### src/verilog/dinfo_map.svh
// Purpose: Address map and constants of the device information area
// Assumes: 14-bit program words, 16-bit program addresses
// Notes:   Included by the design files
`ifndef DINFO_MAP_SVH
`define DINFO_MAP_SVH
`define DINFO_BASE       16'h8100
`define DINFO_FUID_FIRST 16'h8100
`define DINFO_FUID_LAST  16'h8109
`define DINFO_CUID_FIRST 16'h810a
`define DINFO_CUID_LAST  16'h8111
`define DINFO_TLOW_FIRST 16'h8112
`define DINFO_TLOW_LAST  16'h8114
`define DINFO_THIGH_FIRST 16'h8115
`define DINFO_THIGH_LAST 16'h8117
`define DINFO_DEPTH      24
`define DINFO_IDX_W      5
`define DINFO_WORD_W     14
`define DINFO_ADC_W      10
`define DINFO_VREF_MV    2048
`define DINFO_VDD_MV     3000
`define DINFO_ZERO_WORD  14'h0000
`endif

### src/verilog/dinfo_pkg.sv
// Purpose: Types of the device information area
// Assumes: Constants come from dinfo_map.svh
// Notes:   No imports; use dinfo_pkg::name
`include "dinfo_map.svh"
package dinfo_pkg;
	typedef logic [`DINFO_WORD_W-1:0] dinfo_word_t;
	typedef logic [`DINFO_IDX_W-1:0]  dinfo_idx_t;
	typedef enum logic [1:0] {
		DINFO_ZONE_FUID,
		DINFO_ZONE_CUID,
		DINFO_ZONE_TLOW,
		DINFO_ZONE_THIGH
	} dinfo_zone_t;
endpackage

### src/verilog/dinfo_rd_if.sv
// Purpose: Read port between the area top and its memory
// Assumes: One clock, read data registered in the memory
// Notes:   No write signals exist on purpose
`timescale 1ns/1ps
`default_nettype none
`include "dinfo_map.svh"
interface dinfo_rd_if;
	logic                 en;
	dinfo_pkg::dinfo_idx_t  idx;
	dinfo_pkg::dinfo_word_t data;
	modport master (output en, output idx, input data);
	modport slave  (input en, input idx, output data);
endinterface
`default_nettype wire

### src/verilog/dinfo_rom.sv
// Purpose: Factory-programmed word store of the information area
// Assumes: Contents fixed at manufacture through parameter
// Notes:   Read-only; there is no write port at all
`timescale 1ns/1ps
`default_nettype none
`include "dinfo_map.svh"
module dinfo_rom #(
	parameter int DEPTH = `DINFO_DEPTH,
	parameter logic [`DINFO_DEPTH*`DINFO_WORD_W-1:0] CONTENTS = '0
) (
	input  wire logic  clock_i,
	input  wire logic  rstn_i,
	dinfo_rd_if.slave  rd
);
	dinfo_pkg::dinfo_word_t data_q;
	dinfo_pkg::dinfo_word_t data_d;
	wire logic              idx_ok;

	// The packed contents are laid out for the full map only
	if (DEPTH != `DINFO_DEPTH) begin : g_depth_bad
		$error("dinfo_rom depth must match the area map");
	end

	assign idx_ok = int'(rd.idx) < DEPTH;
	// Constant contents, so no erase or write can alter them
	assign data_d = idx_ok ? CONTENTS[rd.idx*`DINFO_WORD_W +: `DINFO_WORD_W] : `DINFO_ZERO_WORD;

	always_ff @(posedge clock_i) begin
		if (!rstn_i) begin
			data_q <= `DINFO_ZERO_WORD;
		end else if (rd.en) begin
			data_q <= data_d;
		end
	end
	assign rd.data = data_q;
endmodule // dinfo_rom
`default_nettype wire

### src/verilog/dinfo_area.sv
// Purpose: Read-only device information area in program space
// Assumes: Core read path gives address and strobe; one cycle latency
// Notes:   Writes and row erases are accepted and dropped
`timescale 1ns/1ps
`default_nettype none
`include "dinfo_map.svh"
module dinfo_area #(
	parameter logic [`DINFO_DEPTH*`DINFO_WORD_W-1:0] CONTENTS = '0,
	parameter int VREF_MV = `DINFO_VREF_MV
) (
	input  wire logic                        clock_i,
	input  wire logic                        rstn_i,
	input  wire logic                        rd_en_i,
	input  wire logic [15:0]                 addr_i,
	input  wire logic                        wr_en_i,
	input  wire logic                        erase_en_i,
	input  wire logic                        bulk_erase_i,
	output logic      [`DINFO_WORD_W-1:0]    rd_data_o,
	output logic                             rd_valid_o,
	output logic                             hit_o,
	output logic                             wr_block_o,
	output logic      [1:0]                  zone_o
);
	dinfo_rd_if rd ();
	logic                 valid_q;
	logic                 hit_q;
	logic [1:0]           zone_q;
	wire logic            in_area;
	wire logic [15:0]     offs;
	dinfo_pkg::dinfo_zone_t zone_d;
	localparam int CAL_FIRST = int'(`DINFO_TLOW_FIRST - `DINFO_BASE);
	localparam int CAL_LAST  = int'(`DINFO_THIGH_LAST - `DINFO_BASE);
	localparam int CAL_PAD   = `DINFO_WORD_W - `DINFO_ADC_W;

	// Stored codes are only meaningful against this reference
	if (VREF_MV != `DINFO_VREF_MV) begin : g_vref_bad
		$error("calibration words assume the 2048 mV reference");
	end

	// Right-justified codes leave the top bits of the word clear
	for (genvar g = CAL_FIRST; g <= CAL_LAST; g++) begin : g_cal_chk
		if (CONTENTS[g*`DINFO_WORD_W+`DINFO_ADC_W +: CAL_PAD] != '0) begin : g_cal_bad
			$error("calibration word wider than the converter");
		end
	end

	function automatic logic in_span(input logic [15:0] a, input logic [15:0] lo,
		input logic [15:0] hi);
		in_span = (a >= lo) && (a <= hi);
	endfunction

	assign in_area = in_span(addr_i, `DINFO_FUID_FIRST, `DINFO_THIGH_LAST);
	assign offs    = addr_i - `DINFO_BASE;
	assign zone_d  = in_span(addr_i, `DINFO_FUID_FIRST, `DINFO_FUID_LAST) ? dinfo_pkg::DINFO_ZONE_FUID :
	                 in_span(addr_i, `DINFO_CUID_FIRST, `DINFO_CUID_LAST) ? dinfo_pkg::DINFO_ZONE_CUID :
	                 in_span(addr_i, `DINFO_TLOW_FIRST, `DINFO_TLOW_LAST) ? dinfo_pkg::DINFO_ZONE_TLOW :
	                 dinfo_pkg::DINFO_ZONE_THIGH;

	// Only reads reach the store; write and erase strobes have no path
	assign rd.en  = rd_en_i && in_area;
	assign rd.idx = offs[`DINFO_IDX_W-1:0];

	dinfo_rom #(
		.DEPTH    (`DINFO_DEPTH),
		.CONTENTS (CONTENTS) // Factory data incl. customer words
	) u_rom (
		.clock_i (clock_i),
		.rstn_i  (rstn_i),
		.rd      (rd.slave)
	);

	always_ff @(posedge clock_i) begin
		if (!rstn_i) begin
			valid_q <= 1'b0;
			hit_q   <= 1'b0;
			zone_q  <= 2'h0;
		end else begin
			valid_q <= rd_en_i;
			hit_q   <= rd.en;
			zone_q  <= zone_d;
		end
	end

	// Outside reads answer zero rather than stale data
	assign rd_data_o  = hit_q ? rd.data : `DINFO_ZERO_WORD;
	assign rd_valid_o = valid_q;
	assign hit_o      = hit_q;
	assign zone_o     = zone_q;
	// Flags attempts that were dropped, for the memory controller
	assign wr_block_o = (wr_en_i || erase_en_i || bulk_erase_i) && in_area;

	property p_read_latency;
		@(posedge clock_i) disable iff (!rstn_i)
		rd_en_i |=> rd_valid_o;
	endproperty
	a_read_latency: assert property (p_read_latency) else $error("read not answered");

	property p_hit_match;
		@(posedge clock_i) disable iff (!rstn_i)
		(rd_en_i && in_area) |=> hit_o;
	endproperty
	a_hit_match: assert property (p_hit_match) else $error("area read missed");

	property p_miss_zero;
		@(posedge clock_i) disable iff (!rstn_i)
		(rd_en_i && !in_area) |=> (rd_data_o == `DINFO_ZERO_WORD);
	endproperty
	a_miss_zero: assert property (p_miss_zero) else $error("outside read not zero");

	property p_stable_write;
		@(posedge clock_i) disable iff (!rstn_i)
		(rd_en_i && in_area && (wr_en_i || bulk_erase_i)) ##1 (rd_en_i && $stable(addr_i))
		|=> $stable(rd_data_o);
	endproperty
	a_stable_write: assert property (p_stable_write) else $error("write altered data");

	property p_block_flag;
		@(posedge clock_i) disable iff (!rstn_i)
		(in_area && erase_en_i) |-> wr_block_o;
	endproperty
	a_block_flag: assert property (p_block_flag) else $error("erase not blocked");

	property p_zone_cuid;
		@(posedge clock_i) disable iff (!rstn_i)
		(addr_i == `DINFO_CUID_FIRST) |=> (zone_o == 2'h1);
	endproperty
	a_zone_cuid: assert property (p_zone_cuid) else $error("customer zone wrong");

	property p_zone_low;
		@(posedge clock_i) disable iff (!rstn_i)
		(addr_i == `DINFO_TLOW_LAST) |=> (zone_o == 2'h2);
	endproperty
	a_zone_low: assert property (p_zone_low) else $error("low range zone wrong");

	property p_zone_high;
		@(posedge clock_i) disable iff (!rstn_i)
		(addr_i == `DINFO_THIGH_FIRST) |=> (zone_o == 2'h3);
	endproperty
	a_zone_high: assert property (p_zone_high) else $error("high range zone wrong");

	property p_zone_fuid;
		@(posedge clock_i) disable iff (!rstn_i)
		(rstn_i && addr_i == `DINFO_FUID_FIRST) |=> (zone_o == dinfo_pkg::DINFO_ZONE_FUID);
	endproperty
	a_zone_fuid: assert property (p_zone_fuid) else $error("factory zone wrong");

	property p_zone_fuid_end;
		@(posedge clock_i) disable iff (!rstn_i)
		(rstn_i && addr_i == `DINFO_FUID_LAST) |=> (zone_o == dinfo_pkg::DINFO_ZONE_FUID);
	endproperty
	a_zone_fuid_end: assert property (p_zone_fuid_end) else $error("factory zone end wrong");

	property p_zone_cuid_end;
		@(posedge clock_i) disable iff (!rstn_i)
		(rstn_i && addr_i == `DINFO_CUID_LAST) |=> (zone_o == dinfo_pkg::DINFO_ZONE_CUID);
	endproperty
	a_zone_cuid_end: assert property (p_zone_cuid_end) else $error("customer zone end wrong");

	property p_zone_low_first;
		@(posedge clock_i) disable iff (!rstn_i)
		(rstn_i && addr_i == `DINFO_TLOW_FIRST) |=> (zone_o == dinfo_pkg::DINFO_ZONE_TLOW);
	endproperty
	a_zone_low_first: assert property (p_zone_low_first) else $error("low zone start wrong");

	property p_zone_high_end;
		@(posedge clock_i) disable iff (!rstn_i)
		(rstn_i && addr_i == `DINFO_THIGH_LAST) |=> (zone_o == dinfo_pkg::DINFO_ZONE_THIGH);
	endproperty
	a_zone_high_end: assert property (p_zone_high_end) else $error("high zone end wrong");

	property p_zone_outside;
		@(posedge clock_i) disable iff (!rstn_i)
		(rstn_i && !in_area) |=> (zone_o == dinfo_pkg::DINFO_ZONE_THIGH);
	endproperty
	a_zone_outside: assert property (p_zone_outside) else $error("outside zone wrong");

	property p_valid_idle;
		@(posedge clock_i) disable iff (!rstn_i)
		!rd_en_i |=> !rd_valid_o;
	endproperty
	a_valid_idle: assert property (p_valid_idle) else $error("answer without read");

	property p_hit_idle;
		@(posedge clock_i) disable iff (!rstn_i)
		!(rd_en_i && in_area) |=> !hit_o;
	endproperty
	a_hit_idle: assert property (p_hit_idle) else $error("hit without area read");

	property p_idle_zero;
		@(posedge clock_i) disable iff (!rstn_i)
		!hit_o |-> (rd_data_o == `DINFO_ZERO_WORD);
	endproperty
	a_idle_zero: assert property (p_idle_zero) else $error("stale data shown");

	property p_cal_justified;
		@(posedge clock_i) disable iff (!rstn_i)
		(hit_o && (zone_o == dinfo_pkg::DINFO_ZONE_TLOW ||
			zone_o == dinfo_pkg::DINFO_ZONE_THIGH))
		|-> (rd_data_o[`DINFO_WORD_W-1:`DINFO_ADC_W] == '0);
	endproperty
	a_cal_justified: assert property (p_cal_justified) else $error("code not justified");

	property p_block_write;
		@(posedge clock_i) disable iff (!rstn_i)
		(in_area && (wr_en_i || bulk_erase_i)) |-> wr_block_o;
	endproperty
	a_block_write: assert property (p_block_write) else $error("write not blocked");

	property p_stable_erase;
		@(posedge clock_i) disable iff (!rstn_i)
		(rd_en_i && in_area && erase_en_i) ##1 (rd_en_i && $stable(addr_i))
		|=> $stable(rd_data_o);
	endproperty
	a_stable_erase: assert property (p_stable_erase) else $error("erase altered data");

	property p_repeat_read;
		@(posedge clock_i) disable iff (!rstn_i)
		(rd_en_i && in_area) ##1 (rd_en_i && $stable(addr_i))
		|=> $stable(rd_data_o);
	endproperty
	a_repeat_read: assert property (p_repeat_read) else $error("repeat read differs");
endmodule // dinfo_area
`default_nettype wire

### config.mk
export PLATFORM = sky130hd
export DESIGN_NAME = dinfo_area
export DESIGN_NICKNAME = d
export VERILOG_FILES = /design/src/verilog/dinfo_pkg.sv /design/src/verilog/dinfo_rd_if.sv /design/src/verilog/dinfo_rom.sv /design/src/verilog/dinfo_area.sv
export VERILOG_INCLUDE_DIRS = /design/src /design/src/verilog
export SDC_FILE = /design/constraint.sdc
export NUM_CORES = 1
export LEC_CHECK = 0
export ABC_AREA = 1
export BUFFER_PORTS_ARGS = -buffer_cell sky130_fd_sc_hd__buf_2
export CAP_MARGIN = 20
export CORE_AREA = 2 2 39 41
export DETAILED_ROUTE_END_ITERATION = 6
export DIE_AREA = 0 0 41 43
export MAX_ROUTING_LAYER = met4
export PLACE_DENSITY = 0.74
export SETUP_SLACK_MARGIN = 0.02
export SLEW_MARGIN = 10
export SYNTH_ARGS = -nofsm -noshare
export SYNTH_HDL_FRONTEND = slang
export SYNTH_SLANG_ARGS = --single-unit
### constraint.sdc
create_clock -name clock_i -period 0.9 [get_ports clock_i]
set_input_delay 0.135 -clock clock_i [delete_from_list [all_inputs] [get_ports clock_i]]
set_output_delay 0.135 -clock clock_i [all_outputs]
set_load 0.05 [all_outputs]
Yosys cells after proc, flatten, opt, wreduce, memory -nomap -nowiden. Cells that the tools add are included.

Add/subtract/negate cells: 1. $mul: 1. $lt $le $gt $ge: 8. Shift operators: 1. Muxes and demuxes: 4. Bitwise operators: 1. Reductions and logical operators: 10.

Operator list (number): $shiftx A336 B10 Y14 const A (1); $le A16 B16 Y1 const B (4); $ge A16 B16 Y1 const B (3); $mux W14 (2); $mul A5 B3 Y8 const B (1); $logic_and A1 B1 Y1 (6); $lt A5 B5 Y1 const B (1); $sub A5 B1 Y5 const B (1); $reduce_or A3 Y1 (1); $logic_or A1 B1 Y1 (2); $mux W1 (2); $reduce_or A2 Y1 (1); $not A1 Y1 (1).

Register bits: 18. Input bits: 22.

Longest topological paths before layout. Gate-level depths: netlist of the first run.

Word-level depth: 4. Depth in mapped cells: 8. Mapped depth without buffers: 8.

Hierarchy. A second synthesis of the first run with hierarchy kept.

Cell total of the unflattened synthesis: 117. Area, all modules: 599.3 um2.

Modules (own cells, without submodules): dinfo_area (instances 1, cells each 102, area an instance 490.5 um2, sequential area each 80.1 um2); dinfo_rom (instances 1, cells each 15, area an instance 108.9 um2, sequential area each 0.0 um2).

Worst setup path after synthesis of the first run. No wires, ideal clock.

Path kind: in2out. Start: input port addr_i[14]. End: output port wr_block_o. Data arrival time: 1184 ps. Required time: 765 ps. Path slack: -419 ps. Stages on the path: 7. Path buffers: 0. Path through: nor2_1 -> nand2_1 -> inv_1 -> nand2_1 -> nand2_1 -> nand3_1 -> nor2_1.

Longest elaborated chain between the ends: 3. Elaborated cells between the ends (all ways): 4. Classes of those cells: order compare (2); reduce/logical (2).

Ends and longest elaborated chain: start, declared (RTL line dinfo_area.sv:14) `input wire logic [15:0] addr_i,`; $ge A16 B16 Y1 or $le A16 B16 Y1 (tied branches) (RTL line dinfo_area.sv:49) `in_span = (a >= lo) && (a <= hi);`; $logic_and A1 B1 Y1 (*) (RTL line dinfo_area.sv:49); $logic_and A1 B1 Y1 (*) (RTL line dinfo_area.sv:90) `assign wr_block_o = (wr_en_i || erase_en_i || bulk_erase_i) && in_area;`; end, declared (RTL line dinfo_area.sv:21) `output logic wr_block_o,`.

Mark *: on every way between the ends. The rest lies on a longest branch, timed or not.

Final worst setup path of the first run. Ends and elaborated chain as after synthesis.

==> out/metrics.yaml, run 1 <==
status: "complete, but fails checks"
violations: "negative setup slack"
gp_congestion: 0.768
cts.clk_slew.worst_paths_ns: 0.03
grt_pass1_vias: 447
top_layer: "met3"
grt_pass1_wl_um: 1640
overflow: 0
die_w_um: 41
swShare_pct: 40.9
power.total_mw: 0.790
synth_adder_area_share_pct: 0
dp_slack_ns: -0.341
start_util_pct: 31.6
multi_input_area_um2: 298
core_area_um2: 1380
cts-root-buf: "clkbuf_4"
synth-seq-cells: 4
post-route-period-util_pct: 115
synth_top_area_share_pct: 24.0
wl_met1_um: 350
cts_tree: "yes"
drt-initial-drc-count: 2
final_hold_viol_count: 0
synth_top_family_by_area: "simple AND/OR/NAND/NOR gates"
antenna_found_initial: 0
fillerInstances: 150
cts_hold_buf: 0
cts_num_sinks: 4
die_h_um: 43
fin_area_um2: 777
ys_types: 11
yosysWarnings: 0
synth_compound_area_share_pct: 4.57
synth_mux_area_share_pct: 0
power_frac_comb_pct: 49.4
grt.total_usage_pct: 12.9
ant_nets: 0
wl_per_cell_um: 7.70
leakagePower_nw: 0.421
cp-end-kind: "output pin"
grt_max_degree: 4
io_buffers: 26
clkPwrFrac_pct: 26.5
dp_hpwl_um: 838
layout_setup_ws_ns: -0.136
path_class: "in -> out"
placed_cells: 129
syn_area_per_cell_um2: 5.47
syn_area_um2: 438
routed_via_density: 4.03
yosys.area.top_type: "buf_4"
p_sw_mw: 0.323
yosys.area_share.simple_pct: 39.4
stdcell_count: 133
rsz0062_at_grt: "yes"
period_minus_slack_ns: 1.04
rows: 14
route.met3.wl_um: 86
num_vias: 536
met2WireLength_um: 588
cts_buffer_depth: 2
drv_slew: 0
synth_xor_area_share_pct: 0
p_per_area_nw_per_um2: 1020
wl_um: 1020
cp.required_ns: 0.76
synth_seq_area_share_pct: 18.3
fin_nets: 141
p_int_mw: 0.467
fmax_ghz: 0.965
synth.area.top_cells: "buf_4 24%, dfxtp_1 18%, nor2_1 16%"
syn_to_final_growth_pct: 77.4
htreeDepth: 1
synth_cells: 80
peakVddDrop_mv: 0.394
start_kind: "input pin"
seqCellArea_um2: 80.1
die_area_um2: 1760
path_max_fanout: 2
drc_errors: 0
cap_violations: 0
firstDrtPassIters: 4
drive_above_1_share_pct: 47.9
cp_data_arrival_time_ns: 0.90
ios: 41
hold_class: "in -> reg"
finalSetupViolCount: 1
dpl_cell_area_um2: 644
diodes: 0
power.share.sequential_pct: 24.1
cts_made_buffers: 3
[path summary, 6_finish.rpt]
check	from	to	slack [ns]	cells after the start
hold / removal	rd_en_i	rd_valid_o$_SDFF_PN0_	0.12	3
setup / recovery	addr_i[14]	wr_block_o	-0.14	9
[flip-flops by register name, indices dropped and copies added (netlist names)]
signal / count
hit_o: 1
rd_valid_o: 1
zone_o: 2
[cell families after synthesis]
logic type	count (synthesis)
AND/OR/NAND/NOR	43
buffers and inverters	29
flip-flops	4
AO/OA/AOI/OAI	3
other	1
[layout by cell type, fill, tap and decap left out, drive strengths merged]
master / synthesis / layout
buf: 14 / 35
nor2: 20 / 20
nand2: 16 / 16
inv: 15 / 15
conb: 1 / 14
nand3: 5 / 5
dfxtp: 4 / 4
clkbuf: 0 / 3
nor3: 2 / 2
o21a: 2 / 2
o21ai: 1 / 1
[synthesized netlist by cell type, drive strengths merged]
| cell type | n |
|---|---|
| inv | 15 |
| o21a | 2 |
| nand2 | 16 |
| conb | 1 |
| nor2 | 20 |
| buf | 14 |
| nor3 | 2 |
| nand3 | 5 |
| o21ai | 1 |
| dfxtp | 4 |
[metal layers]
metal / GRT usage (%) / vias up
li1: - / 281
met1: 16.1 / 232
met2: 22.5 / 23
met4: 2.00 / 0
met5: - / -
met3: 0 / 0
[worst max-delay path: stages]
cell	delay, ns
buf_6	0.10
nor2_4	0.09
nand2_2	0.05
inv_1	0.05
nand2_1	0.06
nand2_2	0.09
nand3_4	0.09
nor2_4	0.08
buf_6	0.15
[per-stage QoR]
step                util (%)  TNS (ns)  hold WS, ns
floorplan                  -   -0.0589        0.247
global placement        46.6    -0.631        0.342
detailed placement      46.6    -0.718        0.353
CTS                     54.6    -0.142        0.122
global route            56.1    -0.207        0.124
finish                  56.1    -0.136        0.117
[final cells by class]
class                           count  share of cell area [%]
Clock buffer                        3                    2.90
Timing Repair Buffer               35                    35.4
Sequential cell                     4                    10.3
Multi-Input combinational cell     60                    38.3
Tap cell                           16                    2.58
Inverter                           15                    10.5
[timing repair]
item                                    4_1_cts  5_1_grt
buffers inserted                              1        0
endpoints found under the setup margin        5        5
pin swaps                                    12        6
gates resized for setup                      23        7
[power groups by stage]
stage	Sequential, mW	Clock [mW]	Combinational, mW
finish	0.190	0.209	0.390
global route	0.191	0.235	0.419
CTS	0.190	0.211	0.381
detailed placement	0.192	0	0.342
global placement	0.191	0	0.336
floorplan	0.225	0	0.250
(Power assumes the default switching activity.)
==> inputs of run 2 (changes only) <==
Settings changed: CORE_AREA 2 2 39 41 to default, CORE_MARGIN from default to 2, CORE_UTILIZATION from default to 30, DIE_AREA 0 0 41 43 to default, PLACE_DENSITY 0.74 to 0.69.
==> out/metrics.yaml, run 2 (synthesis gave the netlist of run 1 again) <==
status: "complete, but fails checks"
violations: "negative setup slack"
cp_top_family: "simple AND/OR/NAND/NOR gates"
core_area_um2: 1330  # -3.6%
grt_max_degree: 4  # unchanged
holdWs_ns: 0.130  # +0.0121 ns
io_buffers: 26  # unchanged
cts_num_sinks: 4  # unchanged
fillerInstances: 98  # -35%
num_vias: 625  # +17%
drt-initial-drc-count: 9  # +7
die_area_um2: 1780  # +1.0%
overflow: 0  # unchanged
htreeDepth: 1  # unchanged
finalSetupViolCount: 3  # +2
cap_violations: 0  # unchanged
grt_pass1_vias: 570  # +28%
dpl_cell_area_um2: 651  # +0.97%
drv_slew: 0  # unchanged
fmax_ghz: 0.942  # -2.5%
path_max_fanout: 2  # unchanged
diodes: 0  # unchanged
dp_slack_ns: -0.344  # -0.00346 ns
routed_via_density: 4.37  # +8.5%
critPathSlowestCell: "buf_6"
cts_buffer_depth: 2  # unchanged
largest_reg_flops: 2  # unchanged
period_minus_slack_ns: 1.06  # +0.0263 ns
rows: 13  # -1
peakVddDrop_mv: 0.398  # +1.1%
cpPeakStageDelay_ns: 0.16  # about the same
hold_class: "in -> reg"
path_class: "in -> out"
ios: 41  # unchanged
die_w_um: 42.2  # +2.9%
fin_area_um2: 938  # +21%
multi_input_area_um2: 350  # +18%
drc_errors: 0  # unchanged
cts.clk_slew.worst_paths_ns: 0.04  # about the same
gp_congestion: 0.831  # +8.2%
die_h_um: 42.2  # -1.8%
final_cell_mix: "18 x buf_4, 14 x conb_1, 13 x buf_2, 13 x buf_6, 10 x nand2_1"
cp_data_arrival_time_ns: 0.93  # +0.03 ns
grt_pass1_wl_um: 2090  # +27%
syn_to_final_growth_pct: 114
wl_per_cell_um: 10.4  # +35%
leakagePower_nw: 0.490  # +17%
worstPathCellList: "buf_6, inv_6, nand2_4, nor2_4, nor2_1, nand2_2, nand3_4, nor2_4, buf_6"
ant_nets: 0  # unchanged
seqCellArea_um2: 81.3  # +1.6%
antenna_found_initial: 0  # unchanged
cts-root-buf: "clkbuf_4"
layout_setup_ws_ns: -0.162  # -0.0263 ns
power.total_mw: 0.880  # +11%
fin_nets: 152  # +7.8%
post-route-period-util_pct: 118  # +2.9 points
drive_above_1_share_pct: 60.9  # +13 points
tns_ns: -0.415  # -0.279 ns
grt.total_usage_pct: 16.0  # +3.1 points
cts_tree: "yes"
firstDrtPassIters: 4  # unchanged
dp_hpwl_um: 823  # -1.8%
cp-end-kind: "output pin"
p_per_area_nw_per_um2: 938  # -7.8%
start_util_pct: 32.8  # +1.2 points
path_buf_inv: 3  # unchanged
cts_made_buffers: 3  # unchanged
cp.required_ns: 0.76  # about the same
wl_um: 1490  # +45%
start_kind: "input pin"
rsz0062_at_grt: "yes"
layout_commonest_cell: "buf_4"
final_hold_viol_count: 0  # unchanged
-- run 2: cell count changes in the layout (fill, tap and decap cells not counted), sizes merged --
cell / change
buf: +11
-- run 2: final timing paths --
| check | startpoint | to | slack (ns) | depth (start not counted) |
|---|---|---|---|---|
| worst max-delay path | addr_i[6] | wr_block_o | -0.16 | 9 |
| worst min-delay path | rstn_i | zone_o[0]$_SDFF_PP0_ | 0.13 | 3 |
-- run 2: layout make-up --
class	count	share of cell area (%)
Timing Repair Buffer	46	40.7
Clock buffer	3	2.40
Multi-Input combinational cell	60	37.3
Tap cell	15	2.00
Inverter	15	8.93
Sequential cell	4	8.67
-- run 2: through the flow --
step / utilization [%] / std cells
after detailed placement: 48.8 / 129
final: 70.4 / 143
after floorplan: - / 93
after global placement: 48.8 / 129
after global routing: 70.4 / 143
after CTS: 63.5 / 142
-- run 2: per-layer routing --
layer,global-route usage [%],up-vias,wire [um]
met5,-,-,0
met4,10.6,0,34
met3,3.02,6,99
met2,31.7,33,872
met1,12.8,279,483
li1,-,307,-
-- run 2: power breakdown --
part	switching [mW]	leakage (nW)	total, mW	internal, mW
sequential	0.00351	0.0334	0.192	0.188
clock	0.0816	0.0138	0.231	0.150
combinational	0.289	0.443	0.457	0.169
-- run 2: timing repair --
item,in CTS,in global routing
gates resized for setup,28,26
hold buffers,0,0
setup endpoints to repair,5,7
pin swaps,15,9
buffers inserted,11,2
==> inputs of run 3 (changes only) <==
==> constraint.sdc (replaced) <==
create_clock -name clock_i -period 0.9 [get_ports clock_i]
set_input_delay 0.225 -clock clock_i [delete_from_list [all_inputs] [get_ports clock_i]]
set_output_delay 0.225 -clock clock_i [all_outputs]
set_load 0.05 [all_outputs]
==> out/metrics.yaml, run 3 (synthesis gave the netlist of run 1 again) <==
cp_top_family: "simple AND/OR/NAND/NOR gates"
path_buf_inv: 3  # unchanged
drt-initial-drc-count: 2  # -7
start_util_pct: 32.8  # unchanged
peakVddDrop_mv: 0.432  # +8.5%
drv_slew: 0  # unchanged
cts_made_buffers: 3  # unchanged
cap_violations: 0  # unchanged
rsz0062_at_grt: "yes"
status: "complete, but fails checks"
holdWs_ns: 0.193  # +0.0638 ns
start_kind: "input pin"
grt_pass1_vias: 514  # -9.8%
worstPathCellList: "buf_4, inv_6, nand2_4, nor2_4, nor2_1, nand2_2, nand3_4, nor2_4, buf_6"
tns_ns: -0.764  # -0.349 ns
p_per_area_nw_per_um2: 984  # +5.0%
fillerInstances: 119  # +21%
layout_commonest_cell: "buf_4"
firstDrtPassIters: 3  # -1
min_from: "rd_en_i"
critPathSlowestCell: "buf_6"
post-route-period-util_pct: 136  # +18 points
cpPeakStageDelay_ns: 0.16  # about the same
cts_buffer_depth: 2  # unchanged
io_buffers: 26  # unchanged
final_hold_viol_count: 0  # unchanged
gp_congestion: 0.819  # -1.5%
cts.clk_slew.worst_paths_ns: 0.03  # about the same
cpMostUsedCell: "nor2_4"
antenna_found_initial: 0  # unchanged
core_area_um2: 1330  # unchanged
htreeDepth: 1  # unchanged
fmax_ghz: 0.815  # -13%
routed_via_density: 4.12  # -5.8%
ant_nets: 0  # unchanged
ios: 41  # unchanged
hold_class: "in -> reg"
drc_errors: 0  # unchanged
startpoint: "addr_i[6]"
die_w_um: 42.2  # unchanged
path_max_fanout: 2  # unchanged
finalSetupViolCount: 7  # +4
cp-end-kind: "output pin"
power.total_mw: 0.851  # -3.3%
drive_above_1_share_pct: 58.5  # -2.4 points
cts_tree: "yes"
syn_to_final_growth_pct: 97.4
grt_max_degree: 4  # unchanged
num_vias: 568  # -9.1%
diodes: 0  # unchanged
overflow: 0  # unchanged
grt_pass1_wl_um: 1950  # -6.6%
final_cell_mix: "17 x buf_4, 14 x conb_1, 13 x nor2_1, 13 x buf_6, 11 x buf_2"
die_h_um: 42.2  # unchanged
wl_per_cell_um: 8.51  # -18%
period_minus_slack_ns: 1.23  # +0.164 ns
cp_data_arrival_time_ns: 1.00  # +0.07 ns
wl_um: 1180  # -21%
layout_setup_ws_ns: -0.326  # -0.164 ns
path_class: "in -> out"
dp_hpwl_um: 852  # +3.5%
cts-root-buf: "clkbuf_4"
largest_reg_flops: 2  # unchanged
leakagePower_nw: 0.454  # -7.4%
die_area_um2: 1780  # unchanged
rows: 13  # unchanged
fin_nets: 147  # -3.3%
grt.total_usage_pct: 14.8  # -1.2 points
cts_num_sinks: 4  # unchanged
cp.required_ns: 0.67  # -0.09 ns
violations: "negative setup slack"
-- run 3: cell types whose count changed in the layout (fill, tap and decap cells not counted), moves of 2 or more --
cell,before,now
nor2_1,9,13
dfxtp_1,3,0
dfxtp_2,1,4
buf_2,13,11
nor2_2,6,4
nor2_4,5,3
-- run 3: timing repair --
| action | 4_1_cts | 5_1_grt |
|---|---|---|
| pin swaps | 11 | 4 |
| hold buffers | 0 | 0 |
| resized for setup | 31 | 15 |
| endpoints found under the setup margin | 5 | 8 |
| setup buffers | 3 | 1 |
-- run 3: final cells by class --
cell class / instances / area [um^2] / area share (%)
multi-input cells: 60 / 328 / 37.9
flip-flops and latches: 4 / 85.1 / 9.84
inverters: 15 / 81.3 / 9.41
repair buffers: 41 / 329 / 38.1
clock buffers: 3 / 22.5 / 2.60
well taps: 15 / 18.8 / 2.17
-- run 3: layer usage --
layer / vias to the layer above / global-route usage [%] / routed length, um
met1: 242 / 13.8 / 367
li1: 295 / - / -
met4: 0 / 11.9 / 42
met3: 4 / 2.59 / 88
met2: 27 / 26.2 / 676
met5: - / - / 0
-- run 3: power by group --
| group | switching, mW | internal [mW] | total [mW] |
|---|---|---|---|
| Clock | 0.0758 | 0.149 | 0.225 |
| Combinational | 0.276 | 0.157 | 0.433 |
| Sequential | 0.00367 | 0.189 | 0.193 |
| Total | 0.356 | 0.495 | 0.851 |
-- run 3: through the flow --
step                util (%)  area (um^2)  instances  worst slack [ns]
global route            64.8          865        138            -0.384
floorplan                  -          539         93            -0.239
global placement        49.9          666        131            -0.504
detailed placement      49.9          666        131            -0.534
CTS                     60.4          806        137            -0.339
finish                  64.8          865        138            -0.326
-- run 3: path summary, 6_finish.rpt --
path                     to  depth (start not counted)  slack [ns]
max              wr_block_o                          9       -0.33
min   rd_valid_o$_SDFF_PN0_                          3        0.19
